`config.mk`:
```
export PLATFORM = sky130hd
export DESIGN_NAME = swpc_port_regs
export DESIGN_NICKNAME = d
export VERILOG_FILES = /design/src/swpc_pkg.sv /design/src/swpc_ctl_if.sv /design/src/swpc_port_regs.sv /design/src/swpc_event_flags.sv /design/src/swpc_traffic_gate.sv
export VERILOG_INCLUDE_DIRS = /design/src /design/src/src
export SDC_FILE = /design/constraint.sdc
export NUM_CORES = 1
export LEC_CHECK = 0
export ABC_AREA = 1
export BUFFER_PORTS_ARGS = -buffer_cell sky130_fd_sc_hd__buf_2
export CAP_MARGIN = 0
export CORE_UTILIZATION = 46
export DETAILED_ROUTE_END_ITERATION = 10
export GPL_TIMING_DRIVEN = 0
export PLACE_DENSITY = 0.91
export SYNTH_ARGS = -nofsm -noshare
export SYNTH_HDL_FRONTEND = slang
export SYNTH_SLANG_ARGS = --single-unit
```
`constraint.sdc`:
```
create_clock -name CLK_SYS_I -period 1.28 [get_ports CLK_SYS_I]
set_input_delay 0.256 -clock CLK_SYS_I [delete_from_list [all_inputs] [get_ports CLK_SYS_I]]
set_output_delay 0.256 -clock CLK_SYS_I [all_outputs]
set_load 0.005 [all_outputs]
```
`src/swpc_regs.svh`:
```
// Purpose: Offsets, field positions and reset values of the port registers
// Assumes: Byte addresses of configuration space, dword aligned
// Notes:   Definitions only
//
// Notes on behaviour
// - Read-only 16-bit identifier in bits 31:16 of dword 0, loadable.
// - Command bit 0 enables answering primary I/O; clear ignores; resets 0.
// - Command bit 1 enables answering primary memory; resets 0.
// - Bit 2 clear: no own upstream requests; downstream ones get UR.
// - Bit 2 set: memory and I/O requests forwarded upstream; resets 0.
// - Legacy command bits 3,4,5,7,9, status 21,23,26:25 read zero.
// - Command bit 6 set: parity errors get their normal action.
// - Command bit 8 enables fatal/non-fatal error reporting; resets 0.
// - Command bit 10 blocks own INTx, not forwarded INTx; resets 0.
// - Status bit 19 always reads zero.
// - Status bit 20 reads one; capability pointer at 34h, which this bank does not map, so it reads zero.
// - Status 24 sets on parity error only with bit 6; write-one clears.
// - Status 27 sets when port completes with Completer Abort.
// - Status 28 sets on received Completer Abort completion.
// - Status 29 sets on received Unsupported Request completion.
// - Status 30 sets on error message sent with bit 8; write-one clears.
// - Status 31 sets on received poisoned TLP; write-one clears.
`ifndef SWPC_REGS_SVH
`define SWPC_REGS_SVH
`define SWPC_OFF_ID       12'h000
`define SWPC_OFF_CMDSTS   12'h004
`define SWPC_CAP_PTR_OFF  8'h34
`define SWPC_CMD_IO       0
`define SWPC_CMD_MEM      1
`define SWPC_CMD_BME      2
`define SWPC_CMD_PERR     6
`define SWPC_CMD_SERR     8
`define SWPC_CMD_INTXD    10
`define SWPC_CMD_RST      16'h0000
`define SWPC_CMD_WR_MASK  16'h0547
`define SWPC_STS_LO_CONST 8'h10
`define SWPC_STS_W1C_MASK 8'hc1
`define SWPC_FLG_RST      8'h00
`define SWPC_LEGACY_MASK  32'h06a002b8
`define SWPC_RSVD_MASK    32'h0047f800
`define SWPC_ACK_CYCLES   1
`endif

```
`src/swpc_pkg.sv`:
```
// Purpose: Types shared by the port register files
// Assumes: Nothing
// Notes:   Constants live in swpc_regs.svh
package swpc_pkg;
    typedef logic [31:0] swpc_word_t;
    typedef logic [15:0] swpc_half_t;
    // Access sequencer, Gray along idle -> answer
    typedef enum logic [1:0] {
        SWPC_IDLE = 2'b00,
        SWPC_RESP = 2'b01
    } swpc_acc_e;
endpackage : swpc_pkg

```
`src/swpc_ctl_if.sv`:
```
// Purpose: Command enables handed from the register bank to its users
// Assumes: One clock domain
// Notes:   Levels, straight from the command register
`timescale 1ns/1ps
`default_nettype none
interface swpc_ctl_if;
    logic io_en;
    logic mem_en;
    logic bme;
    logic perr_en;
    logic serr_en;
    logic intx_dis;
    modport src (output io_en, mem_en, bme, perr_en, serr_en, intx_dis);
    modport snk (input io_en, mem_en, bme, perr_en, serr_en, intx_dis);
endinterface : swpc_ctl_if
`default_nettype wire

```
`src/swpc_port_regs.sv`:
```
// Purpose: Identifier, command and primary status of a switch upstream port
// Assumes: Configuration requests and events arrive on CLK_SYS_I
// Notes:   One request at a time; answer one cycle after it is taken
`timescale 1ns/1ps
`default_nettype none
`include "swpc_regs.svh"
module swpc_port_regs #(
    // Arbitrary value, replaced by the management load
    parameter logic [15:0] ID_DEFAULT = 16'h5a5a
) (
    // Clock and reset
    input  wire logic                  CLK_SYS_I,
    input  wire logic                  ARST_N_I,
    // Configuration requests
    input  wire logic                  CFG_REQ_I,
    input  wire logic                  CFG_WR_I,
    input  wire logic [11:0]           CFG_ADDR_I,
    input  wire logic [3:0]            CFG_BE_I,
    input  wire swpc_pkg::swpc_word_t  CFG_WDATA_I,
    output logic                       CFG_ACK_O,
    output swpc_pkg::swpc_word_t       CFG_RDATA_O,
    // Identifier load from management port or EEPROM
    input  wire logic                  ID_LOAD_I,
    input  wire swpc_pkg::swpc_half_t  ID_LOAD_VAL_I,
    // Primary decode
    input  wire logic                  PRI_IO_REQ_I,
    input  wire logic                  PRI_MEM_REQ_I,
    output logic                       PRI_IO_ACC_O,
    output logic                       PRI_MEM_ACC_O,
    // Upstream forwarding
    input  wire logic                  US_REQ_I,
    input  wire logic                  US_NP_I,
    input  wire logic                  OWN_REQ_I,
    output logic                       US_FWD_O,
    output logic                       US_UR_O,
    output logic                       US_UR_CPL_O,
    output logic                       OWN_REQ_GO_O,
    // Errors
    input  wire logic                  PAR_ERR_I,
    input  wire logic                  ERR_DET_I,
    input  wire logic                  ERR_MSG_SENT_I,
    output logic                       PAR_ACT_O,
    output logic                       ERR_MSG_REQ_O,
    // Completion events
    input  wire logic                  CA_SENT_I,
    input  wire logic                  CA_RCVD_I,
    input  wire logic                  UR_RCVD_I,
    input  wire logic                  POISON_I,
    // Interrupt messages
    input  wire logic                  OWN_INTX_I,
    input  wire logic                  DS_INTX_I,
    output logic                       OWN_INTX_O,
    output logic                       DS_INTX_O
);
    import swpc_pkg::*;

    ////////////////////////////////////////////////////////////////////////
    // Declarations
    swpc_acc_e  state_r;
    swpc_acc_e  state_nxt;
    swpc_half_t id_r;
    swpc_half_t cmd_r;
    swpc_half_t cmd_nxt;
    swpc_word_t rdata_r;
    logic [7:0] flags;
    logic [7:0] w1c;
    logic       take;
    logic       hit_id;
    logic       hit_cs;
    logic       wr_cs;

    swpc_ctl_if ctl ();

    ////////////////////////////////////////////////////////////////////////
    // Functions

    // Read value of a dword, zero where nothing is mapped
    function automatic swpc_word_t rd_word(
        input logic [11:0] addr,
        input swpc_half_t  id,
        input swpc_half_t  cmd,
        input logic [7:0]  flg
    );
        swpc_word_t v;
        v = 32'h0000_0000;
        if ({addr[11:2], 2'b00} == `SWPC_OFF_ID) begin
            v = {id, 16'h0000};
        end else if ({addr[11:2], 2'b00} == `SWPC_OFF_CMDSTS) begin
            v = {flg, `SWPC_STS_LO_CONST,
                 cmd & `SWPC_CMD_WR_MASK};
        end
        return v;
    endfunction : rd_word

    // Command bits a write may touch, per byte lane
    function automatic swpc_half_t cmd_lanes(input logic [1:0] be);
        swpc_half_t m;
        m = {{8{be[1]}}, {8{be[0]}}};
        return m & `SWPC_CMD_WR_MASK;
    endfunction : cmd_lanes

    ////////////////////////////////////////////////////////////////////////
    // Request decode
    assign take   = CFG_REQ_I && (state_r == SWPC_IDLE);
    assign hit_id = ({CFG_ADDR_I[11:2], 2'b00} == `SWPC_OFF_ID);
    assign hit_cs = ({CFG_ADDR_I[11:2], 2'b00} == `SWPC_OFF_CMDSTS);
    assign wr_cs  = take && CFG_WR_I && hit_cs;

    // Access sequencer next state
    always_comb begin
        state_nxt = state_r;
        case (state_r)
            SWPC_IDLE: begin
                if (CFG_REQ_I) begin
                    state_nxt = SWPC_RESP;
                end
            end
            SWPC_RESP: begin
                state_nxt = SWPC_IDLE;
            end
            default: begin
                state_nxt = SWPC_IDLE;
            end
        endcase
    end

    // Access sequencer state
    always_ff @(posedge CLK_SYS_I or negedge ARST_N_I) begin
        if (!ARST_N_I) begin
            state_r <= SWPC_IDLE;
        end else begin
            state_r <= state_nxt;
        end
    end

    // Answer strobe, one cycle after the take
    assign CFG_ACK_O = (state_r == SWPC_RESP);

    ////////////////////////////////////////////////////////////////////////
    // Identifier, read-only to configuration writes
    always_ff @(posedge CLK_SYS_I or negedge ARST_N_I) begin
        if (!ARST_N_I) begin
            id_r <= ID_DEFAULT;
        end else if (ID_LOAD_I) begin
            id_r <= ID_LOAD_VAL_I;
        end
    end

    ////////////////////////////////////////////////////////////////////////
    // Command register, only implemented bits writable
    always_comb begin
        cmd_nxt = cmd_r;
        if (wr_cs) begin
            cmd_nxt = (cmd_r & ~cmd_lanes(CFG_BE_I[1:0]))
                    | (CFG_WDATA_I[15:0] & cmd_lanes(CFG_BE_I[1:0]));
        end
    end

    always_ff @(posedge CLK_SYS_I or negedge ARST_N_I) begin
        if (!ARST_N_I) begin
            cmd_r <= `SWPC_CMD_RST;
        end else begin
            cmd_r <= cmd_nxt;
        end
    end

    // Enables handed to the users
    assign ctl.io_en    = cmd_r[`SWPC_CMD_IO];
    assign ctl.mem_en   = cmd_r[`SWPC_CMD_MEM];
    assign ctl.bme      = cmd_r[`SWPC_CMD_BME];
    assign ctl.perr_en  = cmd_r[`SWPC_CMD_PERR];
    assign ctl.serr_en  = cmd_r[`SWPC_CMD_SERR];
    assign ctl.intx_dis = cmd_r[`SWPC_CMD_INTXD];

    ////////////////////////////////////////////////////////////////////////
    // Status upper byte, bits 31, 30 and 24 write-one-to-clear through lane 3
    assign w1c = (wr_cs && CFG_BE_I[3]) ? CFG_WDATA_I[31:24] : 8'h00;

    swpc_event_flags u_flags (
        .clk_i      (CLK_SYS_I),
        .arst_n_i   (ARST_N_I),
        .ctl        (ctl),
        .par_err_i  (PAR_ERR_I),
        .ca_sent_i  (CA_SENT_I),
        .ca_rcvd_i  (CA_RCVD_I),
        .ur_rcvd_i  (UR_RCVD_I),
        .err_sent_i (ERR_MSG_SENT_I),
        .poison_i   (POISON_I),
        .w1c_i      (w1c),
        .flags_o    (flags)
    );

    ////////////////////////////////////////////////////////////////////////
    // Read data, captured at the take; writes answer zero
    always_ff @(posedge CLK_SYS_I or negedge ARST_N_I) begin
        if (!ARST_N_I) begin
            rdata_r <= 32'h0000_0000;
        end else if (take) begin
            rdata_r <= CFG_WR_I ? 32'h0000_0000
                     : rd_word(CFG_ADDR_I, id_r, cmd_r, flags);
        end
    end
    assign CFG_RDATA_O = rdata_r;

    ////////////////////////////////////////////////////////////////////////
    // Traffic gating by the command enables
    swpc_traffic_gate u_gate (
        .clk_i       (CLK_SYS_I),
        .arst_n_i    (ARST_N_I),
        .ctl         (ctl),
        .io_req_i    (PRI_IO_REQ_I),
        .mem_req_i   (PRI_MEM_REQ_I),
        .us_req_i    (US_REQ_I),
        .us_np_i     (US_NP_I),
        .own_req_i   (OWN_REQ_I),
        .par_err_i   (PAR_ERR_I),
        .err_det_i   (ERR_DET_I),
        .own_intx_i  (OWN_INTX_I),
        .ds_intx_i   (DS_INTX_I),
        .io_acc_o    (PRI_IO_ACC_O),
        .mem_acc_o   (PRI_MEM_ACC_O),
        .us_fwd_o    (US_FWD_O),
        .us_ur_o     (US_UR_O),
        .us_ur_cpl_o (US_UR_CPL_O),
        .own_go_o    (OWN_REQ_GO_O),
        .par_act_o   (PAR_ACT_O),
        .err_req_o   (ERR_MSG_REQ_O),
        .own_intx_o  (OWN_INTX_O),
        .ds_intx_o   (DS_INTX_O)
    );
endmodule : swpc_port_regs
`default_nettype wire

```
`src/swpc_event_flags.sv`:
```
// Purpose: Sticky error flags of the primary status upper byte
// Assumes: Events are one-cycle pulses on the system clock
// Notes:   A set in the clearing cycle wins
`timescale 1ns/1ps
`default_nettype none
`include "swpc_regs.svh"
module swpc_event_flags (
    // Clock and reset
    input  wire logic       clk_i,
    input  wire logic       arst_n_i,
    // Enables and events
    swpc_ctl_if.snk         ctl,
    input  wire logic       par_err_i,
    input  wire logic       ca_sent_i,
    input  wire logic       ca_rcvd_i,
    input  wire logic       ur_rcvd_i,
    input  wire logic       err_sent_i,
    input  wire logic       poison_i,
    input  wire logic [7:0] w1c_i,
    // Flags, status bits 31:24
    output logic [7:0]      flags_o
);
    import swpc_pkg::*;
    logic [7:0] set_v;
    logic [7:0] clr_v;
    logic [7:0] flags_r;

    // Event vector in status bit order
    assign set_v = {poison_i,
                    err_sent_i & ctl.serr_en,
                    ur_rcvd_i,
                    ca_rcvd_i,
                    ca_sent_i,
                    2'b00,
                    par_err_i & ctl.perr_en};
    assign clr_v = w1c_i & `SWPC_STS_W1C_MASK;

    // Sticky flags, set beats clear
    always_ff @(posedge clk_i or negedge arst_n_i) begin
        if (!arst_n_i) begin
            flags_r <= `SWPC_FLG_RST;
        end else begin
            flags_r <= (flags_r & ~clr_v) | set_v;
        end
    end
    assign flags_o = flags_r;
endmodule : swpc_event_flags
`default_nettype wire

```
`src/swpc_traffic_gate.sv`:
```
// Purpose: Applies the command enables to decode, forwarding and messages
// Assumes: Requests are one-cycle pulses on the system clock
// Notes:   Every answer is registered, one cycle after its request
`timescale 1ns/1ps
`default_nettype none
module swpc_traffic_gate (
    // Clock and reset
    input  wire logic clk_i,
    input  wire logic arst_n_i,
    // Enables
    swpc_ctl_if.snk   ctl,
    // Requests
    input  wire logic io_req_i,
    input  wire logic mem_req_i,
    input  wire logic us_req_i,
    input  wire logic us_np_i,
    input  wire logic own_req_i,
    input  wire logic par_err_i,
    input  wire logic err_det_i,
    input  wire logic own_intx_i,
    input  wire logic ds_intx_i,
    // Answers
    output logic      io_acc_o,
    output logic      mem_acc_o,
    output logic      us_fwd_o,
    output logic      us_ur_o,
    output logic      us_ur_cpl_o,
    output logic      own_go_o,
    output logic      par_act_o,
    output logic      err_req_o,
    output logic      own_intx_o,
    output logic      ds_intx_o
);
    // Registered gating of each request
    always_ff @(posedge clk_i or negedge arst_n_i) begin
        if (!arst_n_i) begin
            io_acc_o    <= 1'b0;
            mem_acc_o   <= 1'b0;
            us_fwd_o    <= 1'b0;
            us_ur_o     <= 1'b0;
            us_ur_cpl_o <= 1'b0;
            own_go_o    <= 1'b0;
            par_act_o   <= 1'b0;
            err_req_o   <= 1'b0;
            own_intx_o  <= 1'b0;
            ds_intx_o   <= 1'b0;
        end else begin
            io_acc_o    <= io_req_i & ctl.io_en;
            mem_acc_o   <= mem_req_i & ctl.mem_en;
            us_fwd_o    <= us_req_i & ctl.bme;
            us_ur_o     <= us_req_i & ~ctl.bme;
            us_ur_cpl_o <= us_req_i & us_np_i & ~ctl.bme;
            own_go_o    <= own_req_i & ctl.bme;
            par_act_o   <= par_err_i & ctl.perr_en;
            err_req_o   <= err_det_i & ctl.serr_en;
            own_intx_o  <= own_intx_i & ~ctl.intx_dis;
            ds_intx_o   <= ds_intx_i;
        end
    end
endmodule : swpc_traffic_gate
`default_nettype wire

```
==> flow_summary.ini, run 1 <==
[logic_synthesis]
yosys_warnings = 0
ys_seq_area_frac = 0.600
syn_avg_cell_area_um2 = 9.55
ys_types = 25
synth-simple-area-share = 0.177
synth_top_family_by_area = simple AND/OR/NAND/NOR gates
synthAdderAreaFrac = 0
syn_inst = 268
synthMuxAreaShare = 0.0132
synthXorXnorAreaFrac = 0
yosys_register_bits = 61
synthesis.area_um2 = 2560
synth_compound_area_frac = 0.0987

[power]
net-switching-power_uw = 923
power_leakage_nw = 1.87
power.share.sequential = 0.521
switching_share = 0.239
intPower_mw = 2.94
peakVddDrop_uv = 607
power_density_nw_per_um2 = 1160
clock_power_share = 0.394
combPwrFrac = 0.085

[die]
rows = 26
design.core.area_um2 = 5240
start_util = 0.489
ioPinCount = 126
die_width_um = 76.6
die_h_um = 76.6
die-area_um2 = 5870

[routing]
wl_met3_um = 336
wl_um = 5440
drt_pass1_iterations = 4
routed-wl-met2_um = 2560
drt-met1-wl_um = 2470
postRouteAntennaNets = 0
dr.first_iter.drc_count = 70
via_per_inst = 4.56
drc = 0
wl_per_cell_um = 12.0
vias = 2061
highest_layer = met4

[sta]
worst_slew_pin_slew_ps = 736
setup_tns_ps = 0
hold-worst-slack_ps = -5.98
fin_skew_ps = 10.6
slew-limit-headroom = 0.509
fmax_mhz = 831
post-route-period-util = 0.940
hold_violations = 16
slew_viol_final = 0
finalSetupViolCount = 0
min_period_ps = 1200

[clock_network]
cts_sinks = 61
cts_root_buf = clkbuf_8
clockBufferDepth = 2
tritoncts = built
cts_hold_buf = 0
cts.htree.levels = 3
numCtsBuffers = 9
worstSkewPairLatency_ps = 330
clkTransAtPathRegs_ps = 70

[grt]
grt_pass1_wl_um = 9240
grt_max_degree = 62
grt_overflow_total = 0
antenna_found_initial = 0
track_usage = 0.204
grt_pass1_vias = 2020

[setup_path]
reg2reg_from = state_r[0]
cp-start-kind = register
slowest_delay_ps = 370
cp.required_ps = 1490
cp_num_buf_inv = 1
cpLargestDelayFamily = simple AND/OR/NAND/NOR gates
critPathSlowestCell = dfrtp_1
worstPathArrival_ps = 1410
cp_max_fo = 6
reg2reg_slack_ps = 80
worst_setup_path_end_kind = register
r2r_end = u_flags.flags_o[7]
r2r_cells = 6
worst-setup-path-type = register to register
cp_cell_sequence = inv_1, nand2_4, nor2_4, nand4_2, o21bai_1, nand2_1

[cells_and_area]
diodes = 0
fin_nets = 460
area_growth_pct = 30.5
fin_cells = 452
layout-drive-gt1-share = 0.380

[worst_hold_path]
hold_class = input port to async pin

[outcome]
status = finished, violations left
violations = hold timing

[placed_design]
numPortBuffers = 88
place.detailed.hpwl_um = 3840
place_inst = 435
routabilityCongestion = 0.806

[run]
maxCapViolCount = 0
==> layer usage <==
metal  track usage  up-vias
met5             0        -
met1         0.261      943
met3        0.0479       10
met2         0.331       74
met4        0.0865        0
li1              -     1034
==> through the flow <==
step	worst slack, ps	hold WS (ps)	util	total power [mW]	cell area, µm²
after floorplan	148	-39.6	-	2.20	2590
after global placement	-146	369	0.596	2.36	3120
after detailed placement	-190	371	0.596	2.37	3120
after CTS	12.5	28.6	0.629	3.87	3290
after global routing	-1.15	27.4	0.638	4.03	3340
final	76.4	-5.98	0.638	3.87	3340
==> how the worst max path moves through the flow <==
stage	slack, ps	depth (start not counted)	from	to
2_1_floorplan	150	8	state_r[0]	CFG_RDATA_O[20]
3_3_place_gp	-150	1	ARST_N_I	u_flags.flags_o[4]
3_5_place_dp	-190	1	ARST_N_I	CFG_RDATA_O[27]
4_1_cts	10	5	state_r[0]	CFG_RDATA_O[21]
5_1_grt	-1	8	state_r[0]	CFG_RDATA_O[20]
6_report	80	6	state_r[0]	u_flags.flags_o[7]
==> cell type report <==
class                      instances  area, µm²
clock buffer                      14        163
inverter                          39        146
timing repair buffer              89        450
clock inverter                     2       10.0
sequential                        61       1540
fill                             450       1900
tap                               70       87.6
multi-input combinational        158        798
buffer                            19        149
==> flip-flops by register name (all words and copies together), names as in the netlist, named ones only <==
signal              flops
CFG_RDATA_O            22
id_r                   16
u_flags.flags_o         6
state_r                 1
u_gate.ds_intx_o        1
u_gate.err_req_o        1
u_gate.io_acc_o         1
u_gate.mem_acc_o        1
u_gate.own_go_o         1
u_gate.own_intx_o       1
u_gate.par_act_o        1
u_gate.us_fwd_o         1
u_gate.us_ur_cpl_o      1
u_gate.us_ur_o          1
==> placed cells by master, fill, tap and decap left out, drive strengths merged, types with 6 or more instances in the layout <==
cell type  netlist  final
o21ai           31     31
buf             15    104
clkbuf           4     18
conb             1     10
inv             39     39
dfrtp           53     53
o31ai            9      9
dfstp            8      8
nand3            6      6
nand2           78     78
nor2            11     11
==> cells by family after synthesis <==
logic type | after synthesis
other | 1
buffers and inverters | 58
AOI/OAI and AO/OA | 44
DFF | 61
muxes | 3
and+or+nand+nor | 101
==> power by group through the flow <==
stage	clock, mW	combinational (mW)	sequential [mW]
floorplan	0	0.147	2.05
global placement	0	0.308	2.05
detailed placement	0	0.315	2.05
CTS	1.54	0.317	2.02
global route	1.63	0.375	2.02
finish	1.52	0.328	2.02
==> synthesized netlist by cell type <==
cell | n | share of area
buf_1 | 1 | 0.0015
conb_1 | 1 | 0.0015
a211oi_1 | 1 | 0.0029
o21ai_0 | 22 | 0.043
inv_2 | 1 | 0.0015
nor2_4 | 3 | 0.013
clkbuf_1 | 3 | 0.0044
o21ai_1 | 9 | 0.018
clkbuf_8 | 1 | 0.0054
mux2_2 | 3 | 0.013
nand4_4 | 1 | 0.0083
nand3_1 | 6 | 0.012
buf_6 | 1 | 0.0044
nand2_1 | 77 | 0.11
dfrtp_1 | 53 | 0.52
buf_4 | 11 | 0.032
o31ai_1 | 9 | 0.026
inv_1 | 38 | 0.056
buf_2 | 2 | 0.0039
nand4_2 | 2 | 0.0098
dfstp_2 | 8 | 0.082
nand2_2 | 1 | 0.0024
nor2_1 | 8 | 0.012
o21bai_1 | 3 | 0.0088
or2_2 | 3 | 0.0073
==> timing repair <==
item / CTS / global route
gates resized for setup: 0 / 14
buffers inserted: 0 / 1
endpoints found under the setup margin: 0 / 22
No activity file was read; power rests on OpenSTA's default activity.
==> inputs of run 2 (changes only) <==
--- a/config.mk
+++ b/config.mk
@@ -7,12 +7,12 @@
 export NUM_CORES = 1
 export LEC_CHECK = 0
 export ABC_AREA = 1
-export BUFFER_PORTS_ARGS = -buffer_cell sky130_fd_sc_hd__buf_2
-export CAP_MARGIN = 0
-export CORE_UTILIZATION = 46
+export BUFFER_PORTS_ARGS = -buffer_cell sky130_fd_sc_hd__buf_4
+export CAP_MARGIN = 25
+export CORE_UTILIZATION = 35
 export DETAILED_ROUTE_END_ITERATION = 10
 export GPL_TIMING_DRIVEN = 0
-export PLACE_DENSITY = 0.91
+export PLACE_DENSITY = 0.75
 export SYNTH_ARGS = -nofsm -noshare
 export SYNTH_HDL_FRONTEND = slang
 export SYNTH_SLANG_ARGS = --single-unit
==> flow_summary.ini, run 2 (synthesis results as in run 1) <==
[clock_network]
cts_sinks = 61
worstSkewPairLatency_ps = 330
cts_hold_buf = 0
cts.htree.levels = 3
clkTransAtPathRegs_ps = 70
numCtsBuffers = 9
clockBufferDepth = 2
tritoncts = built
cts_root_buf = clkbuf_8

[die]
start_util = 0.369
die-area_um2 = 7660
rows = 30
design.core.area_um2 = 6940
ioPinCount = 126
die_h_um = 87.5
die_width_um = 87.5

[setup_path]
worstPathArrival_ps = 1450
worst-setup-path-type = register to register
worst_setup_path_end_kind = register
cp.required_ps = 1510
cp-start-kind = register
cp_max_fo = 6

[sta]
worst_slew_pin_slew_ps = 773
post-route-period-util = 0.954
slew-limit-headroom = 0.485
finalSetupViolCount = 0
setup_tns_ps = 0
fmax_mhz = 819
slew_viol_final = 0
min_period_ps = 1220
rsz0062_at_grt = no
fin_skew_ps = 5.31
setup_slack_ps = 59.3
hold-worst-slack_ps = -21.6
hold_violations = 10

[grt]
grt_overflow_total = 0
track_usage = 0.169
antenna_found_initial = 0
grt_max_degree = 62
grt_pass1_wl_um = 9620
grt_pass1_vias = 2061

[routing]
wl_per_cell_um = 12.7
wl_um = 6090
vias = 2090
drc = 0
dr.first_iter.drc_count = 81
postRouteAntennaNets = 0
via_per_inst = 4.36
drt_pass1_iterations = 4

[power]
peakVddDrop_uv = 562
total_power_mw = 3.87
power_density_nw_per_um2 = 1080
power_leakage_nw = 1.92

[cells_and_area]
area_growth_pct = 40.0
mostFrequentLayoutCell = buf_4
fill_cells = 674
fin_nets = 461
layout-drive-gt1-share = 0.381
diodes = 0
largest_reg_flops = 22
layout_common_cells = buf_4 (98), nand2_1 (76), dfrtp_1 (53)

[placed_design]
dp_slack_ps = -82.9
numPortBuffers = 88
place.detailed.hpwl_um = 4280
routabilityCongestion = 0.704

[outcome]
status = finished, violations left
violations = hold timing

[run]
maxCapViolCount = 0

[worst_hold_path]
hold_class = input port to async pin
==> run 2: critical path: stages, from the launching register on <==
cell and delay, ps:
dfrtp_1 400, inv_2 70, nand2_4 70, inv_2 80, nand2_4 70, buf_2 170, o31ai_1 250
==> run 2: area by class of cell <==
| class | instances | area (µm²) | share of cell area |
|---|---|---|---|
| plain buffers | 19 | 145 | 0.0405 |
| clock buffers | 14 | 153 | 0.0426 |
| clock inverters | 2 | 10.0 | 0.00279 |
| inverters | 39 | 149 | 0.0415 |
| multi-input cells | 158 | 801 | 0.223 |
| flip-flops and latches | 61 | 1540 | 0.429 |
| well taps | 96 | 120 | 0.0335 |
| repair buffers | 90 | 671 | 0.187 |
==> run 2: repair_timing <==
item | 4_1_cts | 5_1_grt
hold endpoints to repair | 0 | 0
pin swaps | 0 | 1
resized for setup | 6 | 7
cloned | 0 | 2
endpoints found under the setup margin | 14 | 14
setup buffers | 0 | 0
==> run 2: worst paths after layout <==
kind	from	end	slack, ps	cells past startpoint
setup / recovery	state_r[0]	CFG_RDATA_O[25]	60	6
hold / removal	ARST_N_I	CFG_RDATA_O[17]	-20	1
setup reg to reg	state_r[0]	CFG_RDATA_O[25]	60	6
hold reg to reg	register	u_gate.own_intx_o	460	1
max in group asynchronous	ARST_N_I	u_gate.us_ur_o	760	1
min in group CLK_SYS_I	DS_INTX_I	u_gate.ds_intx_o	30	1
==> run 2: report_power, final <==
group,leakage (nW),internal [mW],switching (mW),total [mW]
Clock,0.0844,0.753,0.711,1.46
Sequential,0.768,2.00,0.0194,2.02
Combinational,1.06,0.189,0.196,0.385
==> run 2: stage by stage <==
stage,utilization,instances,instance area [µm²],hold slack [ps]
2_1_floorplan,-,277,2590,-39.6
3_3_place_gp,0.486,461,3370,366
3_5_place_dp,0.486,461,3370,367
4_1_cts,0.512,477,3560,16.3
5_1_grt,0.516,479,3580,7.14
6_report,0.516,479,3580,-21.6
==> run 2: layer usage <==
| layer | global-route usage | share of wire |
|---|---|---|
| met5 | 0 | 0 |
| met1 | 0.196 | 0.42 |
| met4 | 0.0596 | 0.017 |
| met3 | 0.0588 | 0.061 |
| met2 | 0.289 | 0.51 |
